**src/logic/ecm_pkg.sv**
```systemverilog
// Package: register map, mode codes and field layout of the capture unit
package ecm_pkg;

  // ----------------------------------------------------------------
  // Register map (word addresses of the Avalon-MM slave)
  // ----------------------------------------------------------------
  localparam logic [2:0] ADDR_CONTROL = 3'h0;
  localparam logic [2:0] ADDR_CCL = 3'h1;
  localparam logic [2:0] ADDR_CCH = 3'h2;
  localparam logic [2:0] ADDR_FLAG = 3'h3;
  localparam logic [2:0] ADDR_PIN_DIR = 3'h4;

  // ----------------------------------------------------------------
  // Control register fields and reset values
  // ----------------------------------------------------------------
  localparam int CTL_CFG_BIT = 7;
  localparam int CTL_DUTY_LSB = 4;
  localparam logic [7:0] CTL_WRITE_MASK = 8'hBF;
  localparam logic [7:0] CTL_RESET = 8'h00;
  localparam logic [15:0] CC_RESET = 16'h0000;
  localparam logic PIN_DIR_RESET = 1'b1;
  localparam logic [31:0] UNMAPPED_DATA = 32'h00000000;

  // ----------------------------------------------------------------
  // Mode codes of the mode field
  // ----------------------------------------------------------------
  typedef enum logic [3:0] {
    MODE_OFF = 4'b0000,
    MODE_RSV1 = 4'b0001,
    MODE_CMP_TOGGLE = 4'b0010,
    MODE_RSV3 = 4'b0011,
    MODE_CAP_FALL = 4'b0100,
    MODE_CAP_RISE = 4'b0101,
    MODE_CAP_RISE4 = 4'b0110,
    MODE_CAP_RISE16 = 4'b0111,
    MODE_CMP_SET = 4'b1000,
    MODE_CMP_CLEAR = 4'b1001,
    MODE_CMP_SWI = 4'b1010,
    MODE_CMP_SPECIAL = 4'b1011,
    MODE_PWM_HH = 4'b1100,
    MODE_PWM_HL = 4'b1101,
    MODE_PWM_LH = 4'b1110,
    MODE_PWM_LL = 4'b1111
  } ecm_mode_e;

  localparam logic [3:0] PRESCALE_4_LAST = 4'h3;
  localparam logic [3:0] PRESCALE_16_LAST = 4'hF;
  localparam logic [7:0] DEAD_BAND_RESET = 8'h01;

  // Control register as a packed struct
  typedef struct packed {
    logic output_config_select;
    logic unused6;
    logic [1:0] duty_fraction_bits;
    logic [3:0] unit_mode_select;
  } ecm_control_s;

  // Pin-facing outputs travel together
  typedef struct packed {
    logic primary_output;
    logic primary_oe;
    logic secondary_output;
    logic secondary_oe;
  } ecm_pins_s;

  // Whole state of the unit
  typedef struct packed {
    ecm_control_s ctl;
    logic [15:0] cc;
    logic [1:0] duty_latch;
    logic flag;
    logic pin_dir;
    logic [2:0] pin_sync;
    logic [3:0] prescale;
    logic cmp_latch;
    logic match_d;
    logic special_pending;
    logic timer1_reset;
    logic adc_start;
    logic pwm_level;
    logic [7:0] dead_cnt;
    logic a_level;
    logic b_level;
    ecm_pins_s pins;
    logic waitreq;
    logic [31:0] rdata;
  } ecm_state_s;

endpackage

```
**src/logic/ecm_unit.sv**
```systemverilog
// Enhanced capture/compare/PWM unit with Avalon-MM register slave
//
// Local design decisions: the Avalon-MM slave port and the register offsets.
`timescale 1ns/1ps

// Operation
// RQ1: Mode zero switches unit off, resets state
// RQ2: Falling and rising edge capture modes decoded
// RQ3: Fourth and sixteenth edge capture via prescaler
// RQ4: Compare toggles, sets or clears, sets flag
// RQ5: Software interrupt compare sets flag only
// RQ6: Special event: flag, timer reset, converter start
// RQ7: PWM codes pick output polarities
// RQ8: Config bit: single or half-bridge dead-band
// RQ9: Outside PWM config bit ignored
// RQ10: Duty fraction bits feed PWM only
// RQ11: Control bit six reads zero
// RQ12: Capture/compare use timer1, PWM timer2
// RQ13: Capture copies full sixteen-bit timer count
// RQ14: Capture sets flag, software clears it
// RQ15: New capture overwrites, no overrun
// RQ16: Pin driven as output can capture
// RQ17: Software keeps timer1 synchronous
// RQ18: Prescaler cleared when off or not capture
// RQ19: Prescale switch keeps count, may false-fire
// RQ20: Software masks interrupt across mode changes
// RQ21: Trigger at once, timer reset next tick
// RQ22: Pin synchronised, one strobe per edge
// RQ23: Reserved codes behave as off
module ecm_unit
  import ecm_pkg::*;
(
  input wire logic clock,
  input wire logic rst_n,
  input wire logic [2:0] avs_address,
  input wire logic avs_read,
  input wire logic avs_write,
  input wire logic [31:0] avs_writedata,
  input wire logic [3:0] avs_byteenable,
  output logic [31:0] avs_readdata,
  output logic avs_waitrequest,
  input wire logic [15:0] sixteen_bit_timer_count,
  input wire logic timer1_tick,
  input wire logic [9:0] pwm_time_base,
  input wire logic timer2_period_match,
  input wire logic adc_enabled,
  input wire logic capture_compare_pin_in,
  input wire logic port_data_out,
  output logic timer1_reset_req,
  output logic adc_start_req,
  output logic unit_interrupt_flag,
  output logic primary_output,
  output logic primary_oe,
  output logic secondary_output,
  output logic secondary_oe
);

  ecm_state_s st;
  ecm_state_s next_st;

  // ----------------------------------------------------------------
  // Mode decoding helpers
  // ----------------------------------------------------------------
  function automatic logic is_capture(input logic [3:0] m);
    return m[3:2] == 2'b01;
  endfunction

  function automatic logic is_pwm(input logic [3:0] m);
    return m[3:2] == 2'b11;
  endfunction

  function automatic logic is_compare(input logic [3:0] m);
    return (m == MODE_CMP_TOGGLE) || (m[3:2] == 2'b10);
  endfunction

  // ----------------------------------------------------------------
  // Next-state logic
  // ----------------------------------------------------------------
  logic [3:0] mode;
  logic pin_level;
  logic rise;
  logic fall;
  logic cap_evt;
  logic match;
  logic match_rise;
  logic [9:0] duty;
  logic bus_hit;
  logic [31:0] rd;

  always_comb begin
    next_st = st;
    mode = st.ctl.unit_mode_select;
    // Pin driven by port latch when configured output, so writes capture
    pin_level = st.pin_dir ? capture_compare_pin_in : port_data_out; // RQ16
    next_st.pin_sync = {st.pin_sync[1:0], pin_level};
    // Only stages 1 and 2 feed the edge detector
    rise = st.pin_sync[1] & ~st.pin_sync[2]; // RQ22
    fall = ~st.pin_sync[1] & st.pin_sync[2]; // RQ22
    cap_evt = 1'b0;
    next_st.adc_start = 1'b0;
    next_st.timer1_reset = 1'b0;

    // Capture event qualification and prescaler
    if (!is_capture(mode)) begin
      next_st.prescale = 4'h0; // RQ18
    end else begin
      unique case (mode)
        MODE_CAP_FALL: cap_evt = fall; // RQ2
        MODE_CAP_RISE: cap_evt = rise; // RQ2
        default: begin
          // Count kept across prescale switches; may fire early
          if (rise) begin
            next_st.prescale = st.prescale + 4'h1; // RQ19
            if (mode == MODE_CAP_RISE4) begin
              cap_evt = st.prescale[1:0] == PRESCALE_4_LAST[1:0]; // RQ3
            end else begin
              cap_evt = st.prescale == PRESCALE_16_LAST; // RQ3
            end
          end
        end
      endcase
    end
    if (cap_evt) begin
      next_st.cc = sixteen_bit_timer_count; // RQ13 RQ15 RQ12
    end

    // Compare match, acted on the first cycle it appears
    match = is_compare(mode) && (sixteen_bit_timer_count == st.cc); // RQ12
    match_rise = match & ~st.match_d;
    next_st.match_d = match;
    if (match_rise) begin
      unique case (mode)
        MODE_CMP_TOGGLE: next_st.cmp_latch = ~st.cmp_latch; // RQ4
        MODE_CMP_SET: next_st.cmp_latch = 1'b1; // RQ4
        MODE_CMP_CLEAR: next_st.cmp_latch = 1'b0; // RQ4
        MODE_CMP_SPECIAL: begin
          next_st.adc_start = adc_enabled; // RQ6 RQ21
          next_st.special_pending = 1'b1;
        end
        default: ; // RQ5
      endcase
    end
    // Timer reset waits for the timer's next tick; lost if match goes away
    if (st.special_pending) begin
      if (!match) begin
        next_st.special_pending = 1'b0;
      end else if (timer1_tick) begin
        next_st.timer1_reset = 1'b1; // RQ6 RQ21
        next_st.special_pending = 1'b0;
      end
    end

    // PWM: duty latched at period end from low byte and fraction bits
    duty = {st.cc[7:0], st.duty_latch};
    if (is_pwm(mode)) begin
      if (timer2_period_match) begin
        next_st.cc[15:8] = st.cc[7:0];
        next_st.duty_latch = st.ctl.duty_fraction_bits; // RQ10
        next_st.pwm_level = (duty != 10'h000); // RQ12
      end else if (pwm_time_base == {st.cc[15:8], st.duty_latch}) begin
        next_st.pwm_level = 1'b0; // RQ12
      end
    end else begin
      next_st.pwm_level = 1'b0;
    end

    // Dead band delays each output's turn-on in half-bridge mode
    if (st.pwm_level != next_st.pwm_level) begin
      next_st.dead_cnt = DEAD_BAND_RESET;
      next_st.a_level = 1'b0;
      next_st.b_level = 1'b0;
    end else if (st.dead_cnt != 8'h00) begin
      next_st.dead_cnt = st.dead_cnt - 8'h01;
    end else begin
      next_st.a_level = st.pwm_level;
      next_st.b_level = ~st.pwm_level;
    end

    // Pin ownership and polarity
    next_st.pins = '0;
    if (is_pwm(mode)) begin
      next_st.pins.primary_oe = 1'b1;
      if (!st.ctl.output_config_select) begin
        next_st.pins.primary_output = st.pwm_level ^ mode[1]; // RQ7 RQ8
      end else begin
        next_st.pins.primary_output = st.a_level ^ mode[1]; // RQ7 RQ8
        next_st.pins.secondary_output = st.b_level ^ mode[0]; // RQ7 RQ8
        next_st.pins.secondary_oe = 1'b1; // RQ8
      end
    end else if (mode == MODE_CMP_TOGGLE || mode == MODE_CMP_SET ||
                 mode == MODE_CMP_CLEAR) begin
      // Config bit ignored; secondary left to the port
      next_st.pins.primary_output = st.cmp_latch; // RQ9 RQ4
      next_st.pins.primary_oe = 1'b1; // RQ9
    end

    // ----------------------------------------------------------------
    // Avalon-MM slave: one wait cycle, answer on the second cycle
    // ----------------------------------------------------------------
    bus_hit = (avs_read | avs_write) & st.waitreq;
    next_st.waitreq = ~bus_hit;
    rd = UNMAPPED_DATA;
    unique case (avs_address)
      ADDR_CONTROL: rd[7:0] = st.ctl & CTL_WRITE_MASK; // RQ11
      ADDR_CCL: rd[7:0] = st.cc[7:0];
      ADDR_CCH: rd[7:0] = st.cc[15:8];
      ADDR_FLAG: rd[0] = st.flag;
      ADDR_PIN_DIR: rd[0] = st.pin_dir;
      default: ;
    endcase
    if (bus_hit && avs_read) begin
      next_st.rdata = rd;
    end
    // Write lands on the accept edge, where the master sees the answer
    if (avs_write && !st.waitreq && avs_byteenable[0]) begin
      unique case (avs_address)
        ADDR_CONTROL: next_st.ctl = avs_writedata[7:0] & CTL_WRITE_MASK;
        ADDR_CCL: next_st.cc[7:0] = avs_writedata[7:0];
        ADDR_CCH: begin
          // High byte is read-only while PWM owns it
          if (!is_pwm(mode)) begin
            next_st.cc[15:8] = avs_writedata[7:0];
          end
        end
        ADDR_FLAG: next_st.flag = avs_writedata[0];
        ADDR_PIN_DIR: next_st.pin_dir = avs_writedata[0];
        default: ;
      endcase
    end

    // Events win over a software clear of the flag
    if (cap_evt || match_rise) begin
      next_st.flag = 1'b1; // RQ14 RQ4 RQ5 RQ6
    end

    // Off and reserved codes clear prescaler, compare latch, pending special event, duty latch and pins
    if (mode == MODE_OFF || mode == MODE_RSV1 || mode == MODE_RSV3) begin
      next_st.prescale = 4'h0; // RQ1 RQ23
      next_st.cmp_latch = 1'b0; // RQ1 RQ23
      next_st.special_pending = 1'b0; // RQ1
      next_st.duty_latch = 2'b00; // RQ1
      next_st.pins = '0; // RQ23
    end
  end

  // ----------------------------------------------------------------
  // State register
  // ----------------------------------------------------------------
  always_ff @(posedge clock or negedge rst_n) begin
    if (!rst_n) begin
      st <= '0;
      st.ctl <= CTL_RESET;
      st.cc <= CC_RESET;
      st.pin_dir <= PIN_DIR_RESET;
      st.waitreq <= 1'b1;
    end else begin
      st <= next_st;
    end
  end

  // Outputs straight from flip-flops
  assign avs_readdata = st.rdata;
  assign avs_waitrequest = st.waitreq;
  assign timer1_reset_req = st.timer1_reset;
  assign adc_start_req = st.adc_start;
  assign unit_interrupt_flag = st.flag;
  assign primary_output = st.pins.primary_output;
  assign primary_oe = st.pins.primary_oe;
  assign secondary_output = st.pins.secondary_output;
  assign secondary_oe = st.pins.secondary_oe;

endmodule

```
**config.mk**
```make
export PLATFORM = sky130hd
export DESIGN_NAME = ecm_unit
export DESIGN_NICKNAME = d
export VERILOG_FILES = /design/src/logic/ecm_pkg.sv /design/src/logic/ecm_unit.sv
export SDC_FILE = /design/constraint.sdc
export NUM_CORES = 1
export LEC_CHECK = 0
export BUFFER_PORTS_ARGS = -buffer_cell sky130_fd_sc_hd__buf_2
export CORE_MARGIN = 2
export CORE_UTILIZATION = 55
export CTS_CLUSTER_DIAMETER = 40
export DETAILED_ROUTE_END_ITERATION = 12
export PLACE_DENSITY = 0.85
export SETUP_SLACK_MARGIN = 0.3
export SYNTH_ARGS = -nofsm -noshare
export SYNTH_HDL_FRONTEND = slang
export SYNTH_SLANG_ARGS = --single-unit
```
**constraint.sdc**
```tcl
create_clock -name clock -period 4 [get_ports clock]
set_input_delay 0.2 -clock clock [delete_from_list [all_inputs] [get_ports clock]]
set_output_delay 0.2 -clock clock [all_outputs]
set_load 0.02 [all_outputs]
```
== Yosys cells after proc, flatten, opt, wreduce, memory -nomap -nowiden ==
Index checks and enable logic that the tools add are counted.

* Register bits after elaboration: 63
* Input bits: 74
* Output and inout bits: 40
* Logic and storage cells: 141

* $add $sub $neg: 2
* Equal/unequal tests: 24
* Muxes and demuxes: 48
* Bitwise gates (word level): 14
* Reduce and logical (&&, ||, !) cells: 29

{| class="wikitable"
|+ Operators by type and width
! cell !! number
|-
| 8-bit 2-to-1 mux || 6
|-
| 16-bit 2-to-1 mux || 2
|-
| 2-bit 2-to-1 mux || 11
|-
| 7-bit one-hot mux with 3 select lines || 1
|-
| 1-bit 2-to-1 mux || 19
|-
| 16-bit equality test || 1
|-
| 4-bit equality test (second input constant) || 4
|-
| 4-bit 2-to-1 mux || 4
|-
| 4-bit by 3-bit equality test with 1-bit output (second input constant) || 3
|-
| 2-bit AND reduction || 6
|-
| 2-bit nonzero test || 6
|-
| 10-bit equality test || 1
|-
| 10-bit 2-to-1 mux || 1
|-
| 10-bit nonzero test || 1
|-
| 4-bit by 2-bit equality test with 1-bit output (second input constant) || 2
|-
| 8-bit nonzero test || 1
|-
| 8-bit by 1-bit subtractor with 8-bit output (second input constant) || 1
|-
| 2-bit equality test (second input constant) || 3
|-
| 3-bit by 2-bit equality test with 1-bit output (second input constant) || 2
|-
| 1-bit logical OR || 6
|-
| 3-bit by 2-bit inequality test with 1-bit output (second input constant) || 2
|-
| 1-bit inverter || 6
|-
| 5-bit 2-to-1 mux || 1
|-
| 1-bit one-hot mux with 5 select lines || 1
|-
| other kinds (18) || 26
|}

== Longest topological paths before layout ==
Gate-level depths: netlist of the first run.

* Word-level depth: 11
* Gate-level depth with buffers: 8
* Depth with buffers taken out: 7

== Worst setup path after synthesis of the first run ==
Ideal clock, no wire load.

* Kind: register -> register
* From: register st[76] (netlist bit)
* To: register st[37] (netlist bit)
* Setup time: 0.125 ns
* Arrival: 2.074 ns
* Required time: 3.875 ns
* Slack: 1.801 ns
* Cell stages (with the launch flop): 9
* Path buffers: 1
* Period minus slack after synthesis: 2.199 ns
* Path through: dfrtp_1 xor2_1 nor4_1 a41oi_1 o21ai_0 ha_1 buf_1 nor2_1 mux2_2

* Longest elaborated chain between the ends: 6
* Elaborated cells between the ends (all ways): 7
* Classes of those cells: eq/ne (3); mux (4)

{| class="wikitable"
|+ RTL lines
! element !! RTL line !! source
|-
| start, declared || ecm_unit.sv:58 || <nowiki>ecm_state_s st;</nowiki>
|-
| start signal, assigned || ecm_unit.sv:257 || <nowiki>st <= next_st;</nowiki>
|-
| 10-bit equality test * || ecm_unit.sv:160 || <nowiki>end else if (pwm_time_base == {st.cc[15:8], st.duty_latch}) begin</nowiki>
|-
| 1-bit 2-to-1 mux * || ecm_unit.sv:160 ||
|-
| 1-bit 2-to-1 mux * || ecm_unit.sv:156 || <nowiki>if (timer2_period_match) begin</nowiki>
|-
| 1-bit 2-to-1 mux * || ecm_unit.sv:155 || <nowiki>if (is_pwm(mode)) begin</nowiki>
|-
| 1-bit inequality test * || ecm_unit.sv:168 || <nowiki>if (st.pwm_level != next_st.pwm_level) begin</nowiki>
|-
| 2-bit inequality test (no line) or 10-bit 2-to-1 mux (tied branches) || - ||
|}

Every way passes the cells marked *; elsewhere a longest branch is shown, timed or not.
A chain may end at the register's enable or synchronous reset.

== Final worst setup path of the first run ==
* From: register st[76] (netlist bit)
* To: register st[38] (netlist bit)

Same word-level chain as after synthesis.

==> results.cfg, run 1 <==
[power]
power_density_nw_per_um2 = 567
ir_drop_v = 0.000356
totalPowerFinal_mw = 2.28
p_leak_nw = 1.98

[cts]
cts_root_buf = clkbuf_8
h-tree-depth = 3
cts_tree = built
cts_setup_buffers = 0
cts.sinks = 63
cts_buffer_depth = 2
cts-resized-gates = 0
path_clk_slew_ns = 0.07
cts_buffers = 9
cts_hold_buffers = 0
clk_latency_ns = 0.35

[floorplanning]
die_h_um = 85.1
fp.dieW_um = 85.1
core-area_sq_um = 6350
floorplan.initialDensity_pct = 57.0
dieArea_sq_um = 7250
row_count = 29
io_pins = 114

[critical_path]
slowest_delay_ns = 0.46
slowest_stage = dfrtp_1
worstRegToRegCells = 7
cp.depth = 7
critPathArrivalTime_ns = 2.78
worst-path-buf-inv = 0
critPathTopFamily = simple AND/OR/NAND/NOR gates
required_ns = 4.23
path_cells = xor2_1, nor4_1, a41oi_1, o21ai_0, ha_1, nor2_1, mux2_2
setup.worst_path.class = reg2reg
worst_setup_path_start_kind = flop
end_kind = flop
reg2reg_from = st[76]
path_max_fanout = 9
crit_start = st[76]

[cells_and_area]
syn_to_final_growth_pct = 10.8
antenna_cells = 0
utilization_pct = 63.2
fin_nets = 489
fillers = 509
seq_area_sq_um = 1580
drive_above_1_share_pct = 23.4
multi_input_area_sq_um = 1810

[global_route]
met3_usage_pct = 6.32
grt.met2_usage_pct = 39.6
grt_first_pass_wirelength_um = 13400
busiest_layer = met2
grt.met1_usage_pct = 30.0
gr-usage-all-layers_pct = 24.1
antenna_found_initial = 0
grt_max_degree = 64
overflow = 0
grt_pass1_vias = 2779

[synthesis]
synth_area_per_cell_sq_um = 10.1
synth_commonest_cells = 61 x dfrtp_1, 33 x buf_4, 28 x mux2i_1, 28 x nor2_1, 22 x xor2_1
synth_cells = 358
ys_ff_latch = 63
yosysMostFrequentCell = dfrtp_1
synth_ff_type = dfrtp_1
ys_top_cells_by_area = dfrtp_1 42%, mux2i_1 7.7%, buf_4 6.8%, xor2_1 5.3%, mux2_2 4.4%
synthesis.area_sq_um = 3620
synth_top_area_share_pct = 42.2
synth-edff-count = 0
synth_largest_area_cell = dfrtp_1
ys_async_sr_fraction_pct = 100
ys_seq_area_share_pct = 43.6
yosys_warnings = 0
synth_cell_types = 47

[sta]
hold_ws_ns = 0.0140
fin_ws_ns = 1.45
rsz0062_at_grt = false
finalCriticalPeriod_ns = 2.55
fin_setup_tns_ns = 0
clock_skew_ns = 0.0116
fmax_mhz = 393
worst_pin_slew_ns = 1.14
finalSetupViolations = 0
hold_viol_final = 0
slew_headroom_pct = 23.7
post-route-period-util_pct = 63.7
final_max_slew_viol_count = 0

[run_status]
status = finished clean

[placement]
dp_hpwl_um = 6050
portBuffers = 62
place_ws_ns = 1.49
gp_congestion = 0.886

[drt]
vias = 2828
drcViolationCount = 0
via_per_inst = 5.75
wl_per_cell_um = 16.6
dr.pass1.iters = 6
ant_nets = 0
wl_um = 8190
drtIter0Drc = 149

[job]
cap_violations = 0

[min_path]
hp-class = in2async
-- metrics by stage --
step | instances | area (sq um)
3_5_place_dp | 476 | 3820
3_3_place_gp | 476 | 3820
4_1_cts | 492 | 4010
2_1_floorplan | 381 | 3710
5_1_grt | 492 | 4010
6_report | 492 | 4010
-- cells in the final DEF (no fill, tap or decap), types with 3 or more instances in the layout --
master | synthesis | final
buf_2 | 2 | 62
dfrtp_1 | 61 | 61
mux2i_1 | 28 | 28
nor2_1 | 28 | 28
conb_1 | 1 | 24
xor2_1 | 22 | 22
a21oi_1 | 21 | 21
nand2_1 | 17 | 17
o21ai_0 | 15 | 15
mux2_2 | 14 | 14
xnor2_1 | 12 | 12
clkbuf_8 | 0 | 10
o22ai_1 | 9 | 9
nand3_1 | 8 | 8
a22o_1 | 8 | 8
nor4_1 | 7 | 7
inv_1 | 5 | 5
or3_1 | 5 | 5
nor3_1 | 5 | 5
nand2b_1 | 5 | 5
ha_1 | 5 | 5
and3_1 | 4 | 4
nor2b_1 | 4 | 4
nand3b_1 | 3 | 3
clkinv_2 | 0 | 3
-- cell families after synthesis --
| group | count (synthesis) | share of synthesized area [%] |
|---|---|---|
| and+or+nand+nor | 99 | 14.5 |
| AOI/OAI and AO/OA | 64 | 10.9 |
| DFF | 63 | 43.6 |
| buffers and inverters | 50 | 8.88 |
| muxes | 42 | 12.1 |
| xor gates and xnor gates | 34 | 8.23 |
| adders and majority gates | 5 | 1.73 |
| other | 1 | 0.104 |
-- where the power goes --
group          switching (mW)  internal, mW  total [mW]  leakage [nW]
logic                   0.345         0.322       0.667          1.10
registers               0.251         0.812        1.06         0.785
clock network           0.244         0.302       0.546         0.100
-- cell type report --
cell class	instances	area share, %
clock inverters	4	1.12
repair buffers	63	7.92
inverters	5	0.468
flip-flops and latches	63	39.4
clock buffers	12	3.62
well taps	77	2.40
multi-input cells	268	45.1
-- per-layer routing --
layer / vias up / share of wire (%) / wire (um)
met3: 15 / 6.8 / 554
li1: 1320 / - / -
met2: 106 / 50 / 4070
met4: 0 / 1.9 / 159
met5: - / 0 / 0
met1: 1387 / 42 / 3400
-- registers in the layout (all words and copies together) (netlist names), 2 cells and up --
name and count:
next_st 2, st 31, duty 10, mode 4, avs_readdata 8
-- path summary, 6_finish.rpt --
| path | to | slack, ns |
|---|---|---|
| worst min-delay path | st[45] | 0.01 |
| worst max-delay path | st[38] | 1.45 |
| worst max register to register | st[38] | 1.45 |
| max in group asynchronous | next_st[58] | 3.46 |
| min in group clock | avs_waitrequest | 0.02 |
| worst min register to register | next_st[59] | 0.35 |
(Power assumes the default switching activity.)
==> run 2: changes to the inputs <==
--- a/config.mk
+++ b/config.mk
@@ -5,12 +5,13 @@
 export SDC_FILE = /design/constraint.sdc
 export NUM_CORES = 1
 export LEC_CHECK = 0
+export ABC_AREA = 1
 export BUFFER_PORTS_ARGS = -buffer_cell sky130_fd_sc_hd__buf_2
 export CORE_MARGIN = 2
-export CORE_UTILIZATION = 55
+export CORE_UTILIZATION = 48
 export CTS_CLUSTER_DIAMETER = 40
 export DETAILED_ROUTE_END_ITERATION = 12
-export PLACE_DENSITY = 0.85
+export PLACE_DENSITY = 0.77
 export SETUP_SLACK_MARGIN = 0.3
 export SYNTH_ARGS = -nofsm -noshare
 export SYNTH_HDL_FRONTEND = slang
==> constraint.sdc (replaced) <==
create_clock -name clock -period 2.1 [get_ports clock]
set_input_delay 0.105 -clock clock [delete_from_list [all_inputs] [get_ports clock]]
set_output_delay 0.105 -clock clock [all_outputs]
set_load 0.02 [all_outputs]
==> run 2 against run 1 <==
Via count grew 45%. Wire length up 35%. Die area increased by 26%. Clock power increased by 100%. Global-route usage increased by 0.89 points. Power increased to 2.5 times the previous value. Combinational power grew to 4.1 times the previous value. Critical path depth grew 7. First-iteration DRC count is 100% higher.
==> results.cfg, run 2 <==
[run_status]
status = finished clean

[power]
power_density_nw_per_um2 = 1140
power_frac_clock_pct = 19.2
ir_drop_v = 0.000455
switching_share_pct = 42.9
p_int_mw = 3.30
seq_power_share_pct = 33.2
totalPowerFinal_mw = 5.78
switching_power_mw = 2.48
p_comb_share_pct = 47.7
p_leak_nw = 2.63

[cells_and_area]
largest_register_ffs = 31
regMostFlops = st
final_common_cell = nand2_1
fin_nets = 755
drive_above_1_share_pct = 26.6
antenna_cells = 0
final_cell_mix = 157 x nand2_1, 62 x buf_2, 60 x dfrtp_1
syn_to_final_growth_pct = 25.5
utilization_pct = 61.8

[critical_path]
setup.worst_path.class = reg2reg
path_max_fanout = 3
required_ns = 2.38
end_kind = flop
reg2reg_slack_ns = 0.23
worst_setup_path_start_kind = flop
critPathArrivalTime_ns = 2.15

[floorplanning]
dieArea_sq_um = 9140
fp.dieW_um = 95.6
core-area_sq_um = 8180
die_h_um = 95.6
io_pins = 114
row_count = 33
floorplan.initialDensity_pct = 49.3

[cts]
clk_latency_ns = 0.35
path_clk_slew_ns = 0.08
cts_buffers = 9
cts.sinks = 63
cts_buffer_depth = 2
cts_tree = built
cts_root_buf = clkbuf_8
h-tree-depth = 3

[drt]
wl_um = 11100
vias = 4099
wl_per_cell_um = 14.1
dr.pass1.iters = 5
drcViolationCount = 0
via_per_inst = 5.22
drtIter0Drc = 304
ant_nets = 0

[global_route]
grt_max_degree = 26
grt_first_pass_wirelength_um = 17300
grt_pass1_vias = 3687
antenna_found_initial = 0
overflow = 0
gr-usage-all-layers_pct = 24.9

[synthesis]
ys_seq_area_share_pct = 39.2
synth_cells = 568
yosysMostFrequentCell = nand2_1
synth_top_area_share_pct = 37.9
synth_commonest_cells = 166 x nand2_1, 61 x dfrtp_1, 58 x inv_1
synth_cell_types = 38
synth_largest_area_cell = dfrtp_1
synth_ff_type = dfrtp_1
ys_async_sr_fraction_pct = 100
synth-edff-count = 0
ys_top_cells_by_area = dfrtp_1 38%, nand2_1 15%, buf_4 6.0%, inv_1 5.4%, a21oi_1 5.0%
synthesis.area_sq_um = 4030
yosys_warnings = 0
synth_area_per_cell_sq_um = 7.09
ys_ff_latch = 63

[job]
cap_violations = 0

[sta]
final_max_slew_viol_count = 0
clock_skew_ns = 0.00615
hold_viol_final = 0
fin_setup_tns_ns = 0
slew_headroom_pct = 59.2
rsz0062_at_grt = true
finalCriticalPeriod_ns = 1.87
worst_pin_slew_ns = 0.611
finalSetupViolations = 0
post-route-period-util_pct = 88.9
fmax_mhz = 536

[placement]
portBuffers = 62
dp_hpwl_um = 7750
gp_congestion = 0.890

[min_path]
hp-class = in2reg
-- run 2: stage by stage --
step,setup slack (ns),area [sq um],hold slack [ns],cells
floorplan,0.345,4110,-0.191,591
global placement,0.149,4370,0.0919,732
detailed placement,0.0721,4370,0.0983,732
CTS,0.265,4930,0.00387,780
global route,0.170,5050,0.0186,786
finish,0.234,5050,0.0201,786
-- run 2: logic make-up after synthesis --
family                     count (synthesis)  share of synthesized area, %
and+or+nand+nor                          276                          28.7
buffers and inverters                    115                          14.1
AOI/OAI and AO/OA                         93                          13.0
DFF                                       63                          39.2
xor gates and xnor gates                  13                          2.83
adders and majority gates                  5                          1.55
muxes                                      2                         0.559
other                                      1                        0.0931
-- run 2: critical path: stages, from the launching register on --
cell	delay, ns
dfrtp_1	0.38
inv_1	0.11
nand2_1	0.07
o21ai_0	0.09
nor2_1	0.07
nand3_1	0.09
o21ai_2	0.09
buf_4	0.15
buf_6	0.10
buf_6	0.11
buf_6	0.11
a21oi_4	0.14
ha_4	0.15
nand2_1	0.06
o21ai_1	0.07
-- run 2: routing by layer --
| layer | up-vias | part of all wire (%) | track usage [%] |
|---|---|---|---|
| met1 | 1932 | 42 | 32.5 |
| met3 | 17 | 7.5 | 4.66 |
| met2 | 173 | 49 | 41.9 |
| met5 | - | 0 | 0 |
| met4 | 0 | 1.7 | 7.98 |
| li1 | 1977 | - | - |
-- run 2: cell type report --
class                   instances  area, sq um
fillers                       742         3120
multi-input cells             413         2100
flip-flops and latches         63         1580
repair buffers                114          754
inverters                      75          282
well taps                     105          131
clock buffers                   9          124
clock inverters                 7         80.1
-- run 2: final timing paths --
path / startpoint / to / cells after the start
min in group asynchronous: rst_n / avs_readdata[5] / 2
setup / recovery: duty[1] / st[38] / 14
hold reg to reg: next_st[58] / next_st[59] / 0
setup reg to reg: duty[1] / st[38] / 14
max in group asynchronous: rst_n / st[60] / 3
hold / removal: sixteen_bit_timer_count[6] / duty[8] / 3
-- run 2: what timing repair did --
| action | 4_1_cts | 5_1_grt |
|---|---|---|
| buffers inserted | 18 | 6 |
| resized for setup | 27 | 24 |
| cloned | 0 | 0 |
| setup endpoints to repair | 12 | 13 |
| hold buffers | 14 | 0 |
| hold endpoints to repair | 29 | 0 |
| pin swaps | 10 | 21 |
-- run 2: power groups by stage --
stage	Combinational, mW	Clock [mW]	Sequential (mW)
floorplan	1.60	0	1.92
global placement	2.12	0	1.91
detailed placement	2.18	0	1.93
CTS	2.53	1.14	1.90
global route	3.06	1.18	1.96
finish	2.76	1.11	1.92
==> run 3: changes to the inputs <==
--- a/config.mk
+++ b/config.mk
@@ -8,10 +8,10 @@
 export ABC_AREA = 1
 export BUFFER_PORTS_ARGS = -buffer_cell sky130_fd_sc_hd__buf_2
 export CORE_MARGIN = 2
-export CORE_UTILIZATION = 48
+export CORE_UTILIZATION = 40
 export CTS_CLUSTER_DIAMETER = 40
 export DETAILED_ROUTE_END_ITERATION = 12
-export PLACE_DENSITY = 0.77
+export PLACE_DENSITY = 0.66
 export SETUP_SLACK_MARGIN = 0.3
 export SYNTH_ARGS = -nofsm -noshare
 export SYNTH_HDL_FRONTEND = slang
==> run 3 against run 2 <==
Final cell count is 3.2% higher. Fmax rose by 1.8%. Clock power about the same. Utilization fell by 10 points. Combinational power shrank 4%. First-iteration DRC count shrank 6.3%. Critical path type unchanged. Sequential share of layout area is 0.21 points higher. Global-route usage shrank 4.5 points.
==> results.cfg, run 3 (synthesis results as in run 2) <==
[placement]
place_ws_ns = -0.0175
dp_hpwl_um = 8060
gp_congestion = 0.869
portBuffers = 62
dp_cells = 767

[global_route]
grt_max_degree = 43
gr-usage-all-layers_pct = 20.4
overflow = 0
antenna_found_initial = 0
grt_first_pass_wirelength_um = 17700
grt_pass1_vias = 3703

[critical_path]
path_max_fanout = 4
setup.worst_path.class = reg2reg
required_ns = 2.41
reg2reg_slack_ns = 0.27
critPathArrivalTime_ns = 2.14
end_kind = flop
worst_setup_path_start_kind = flop

[sta]
slew_headroom_pct = 53.4
post-route-period-util_pct = 87.3
hold_viol_final = 0
finalSetupViolations = 0
finalCriticalPeriod_ns = 1.83
fin_ws_ns = 0.267
clock_skew_ns = 0.00821
worst_pin_slew_ns = 0.698
final_max_slew_viol_count = 0
fin_setup_tns_ns = 0
fmax_mhz = 546
rsz0062_at_grt = true

[power]
power_density_nw_per_um2 = 1130
p_leak_nw = 2.61
totalPowerFinal_mw = 5.68
ir_drop_v = 0.000372

[floorplanning]
io_pins = 114
dieArea_sq_um = 10900
fp.dieW_um = 104
row_count = 36
core-area_sq_um = 9770
floorplan.initialDensity_pct = 41.2
die_h_um = 104

[cts]
cts_buffers = 9
cts_buffer_depth = 2
clk_latency_ns = 0.36
cts_tree = built
cts_root_buf = clkbuf_8
h-tree-depth = 3
path_clk_slew_ns = 0.08
cts.sinks = 63

[cells_and_area]
antenna_cells = 0
fin_nets = 752
final_cell_mix = 162 x nand2_1, 62 x buf_2, 60 x dfrtp_1
largest_register_ffs = 31
syn_to_final_growth_pct = 24.6
drive_above_1_share_pct = 25.1
regMostFlops = st
fillers = 978
final_common_cell = nand2_1
instances_no_fill = 811

[run_status]
status = finished clean

[drt]
drtIter0Drc = 285
wl_um = 11000
dr.pass1.iters = 5
wl_per_cell_um = 13.5
drcViolationCount = 0
vias = 4002
via_per_inst = 4.93
ant_nets = 0

[min_path]
hp-class = in2reg

[job]
cap_violations = 0
-- run 3: changes by cell type in the layout (fill, tap and decap cells not counted), moves of 2 or more --
cell	previous run	this run
nand2_1	157	162
buf_6	5	1
nand2_2	9	3
nor2_2	7	5
nor2_1	45	48
o21ai_2	1	3
-- run 3: area by class of cell --
| class | instances | area, sq um | area share [%] |
|---|---|---|---|
| clock buffer | 9 | 124 | 2.47 |
| clock inverter | 7 | 80.1 | 1.60 |
| inverter | 75 | 282 | 5.61 |
| multi-input combinational | 413 | 2060 | 41.0 |
| sequential | 63 | 1580 | 31.5 |
| tap | 133 | 166 | 3.32 |
| timing repair buffer | 111 | 727 | 14.5 |
-- run 3: path summary, 6_finish.rpt --
path,cells past startpoint,startpoint,endpoint
worst max-delay path,13,st[74],st[46]
worst min-delay path,3,avs_writedata[3],st[75]
worst max register to register,13,st[74],st[46]
worst min register to register,0,next_st[58],next_st[59]
max in group asynchronous,3,rst_n,st[60]
min in group asynchronous,2,rst_n,duty[6]
-- run 3: through the flow --
| step | area (sq um) | hold WS (ns) | util [%] |
|---|---|---|---|
| final | 5020 | 0.0139 | 51.3 |
| after global routing | 5020 | 0.0124 | 51.3 |
| after CTS | 4920 | 0.000258 | 50.4 |
| after detailed placement | 4470 | 0.125 | 45.8 |
| after global placement | 4470 | 0.116 | 45.8 |
| after floorplan | 4110 | -0.191 | - |
-- run 3: report_power, final --
part	internal [mW]	switching, mW	leakage (nW)
combinational	1.09	1.56	1.75
sequential	1.61	0.306	0.770
clock	0.560	0.554	0.0964
total	3.25	2.42	2.61
-- run 3: critical path, cell delays in order, from the launching register on --
cell and delay, ns:
dfrtp_1 0.39, inv_2 0.07, nand2_1 0.06, nand2_1 0.05, nor2_1 0.10, o2111ai_2 0.11, o21ai_2 0.17, buf_4 0.15
nand2_4 0.05, nand3_4 0.07, ha_4 0.23, buf_6 0.12, a21oi_2 0.09, o21a_1 0.12
-- run 3: routing by layer --
metal	share of wire [%]	vias up	routed length (um)	track usage, %
li1	-	1972	-	-
met1	46	1863	5040	28.1
met2	47	155	5100	32.9
met3	6.3	12	694	2.88
met4	1.2	0	134	7.05
met5	0	-	0	0
-- run 3: what timing repair did --
action | in CTS | in global routing
pin swaps | 6 | 1
gates cloned | 0 | 0
setup endpoints to repair | 10 | 22
buffers inserted | 7 | 8
hold buffers | 13 | 0
resized for setup | 25 | 12
endpoints found under the hold margin | 31 | 0
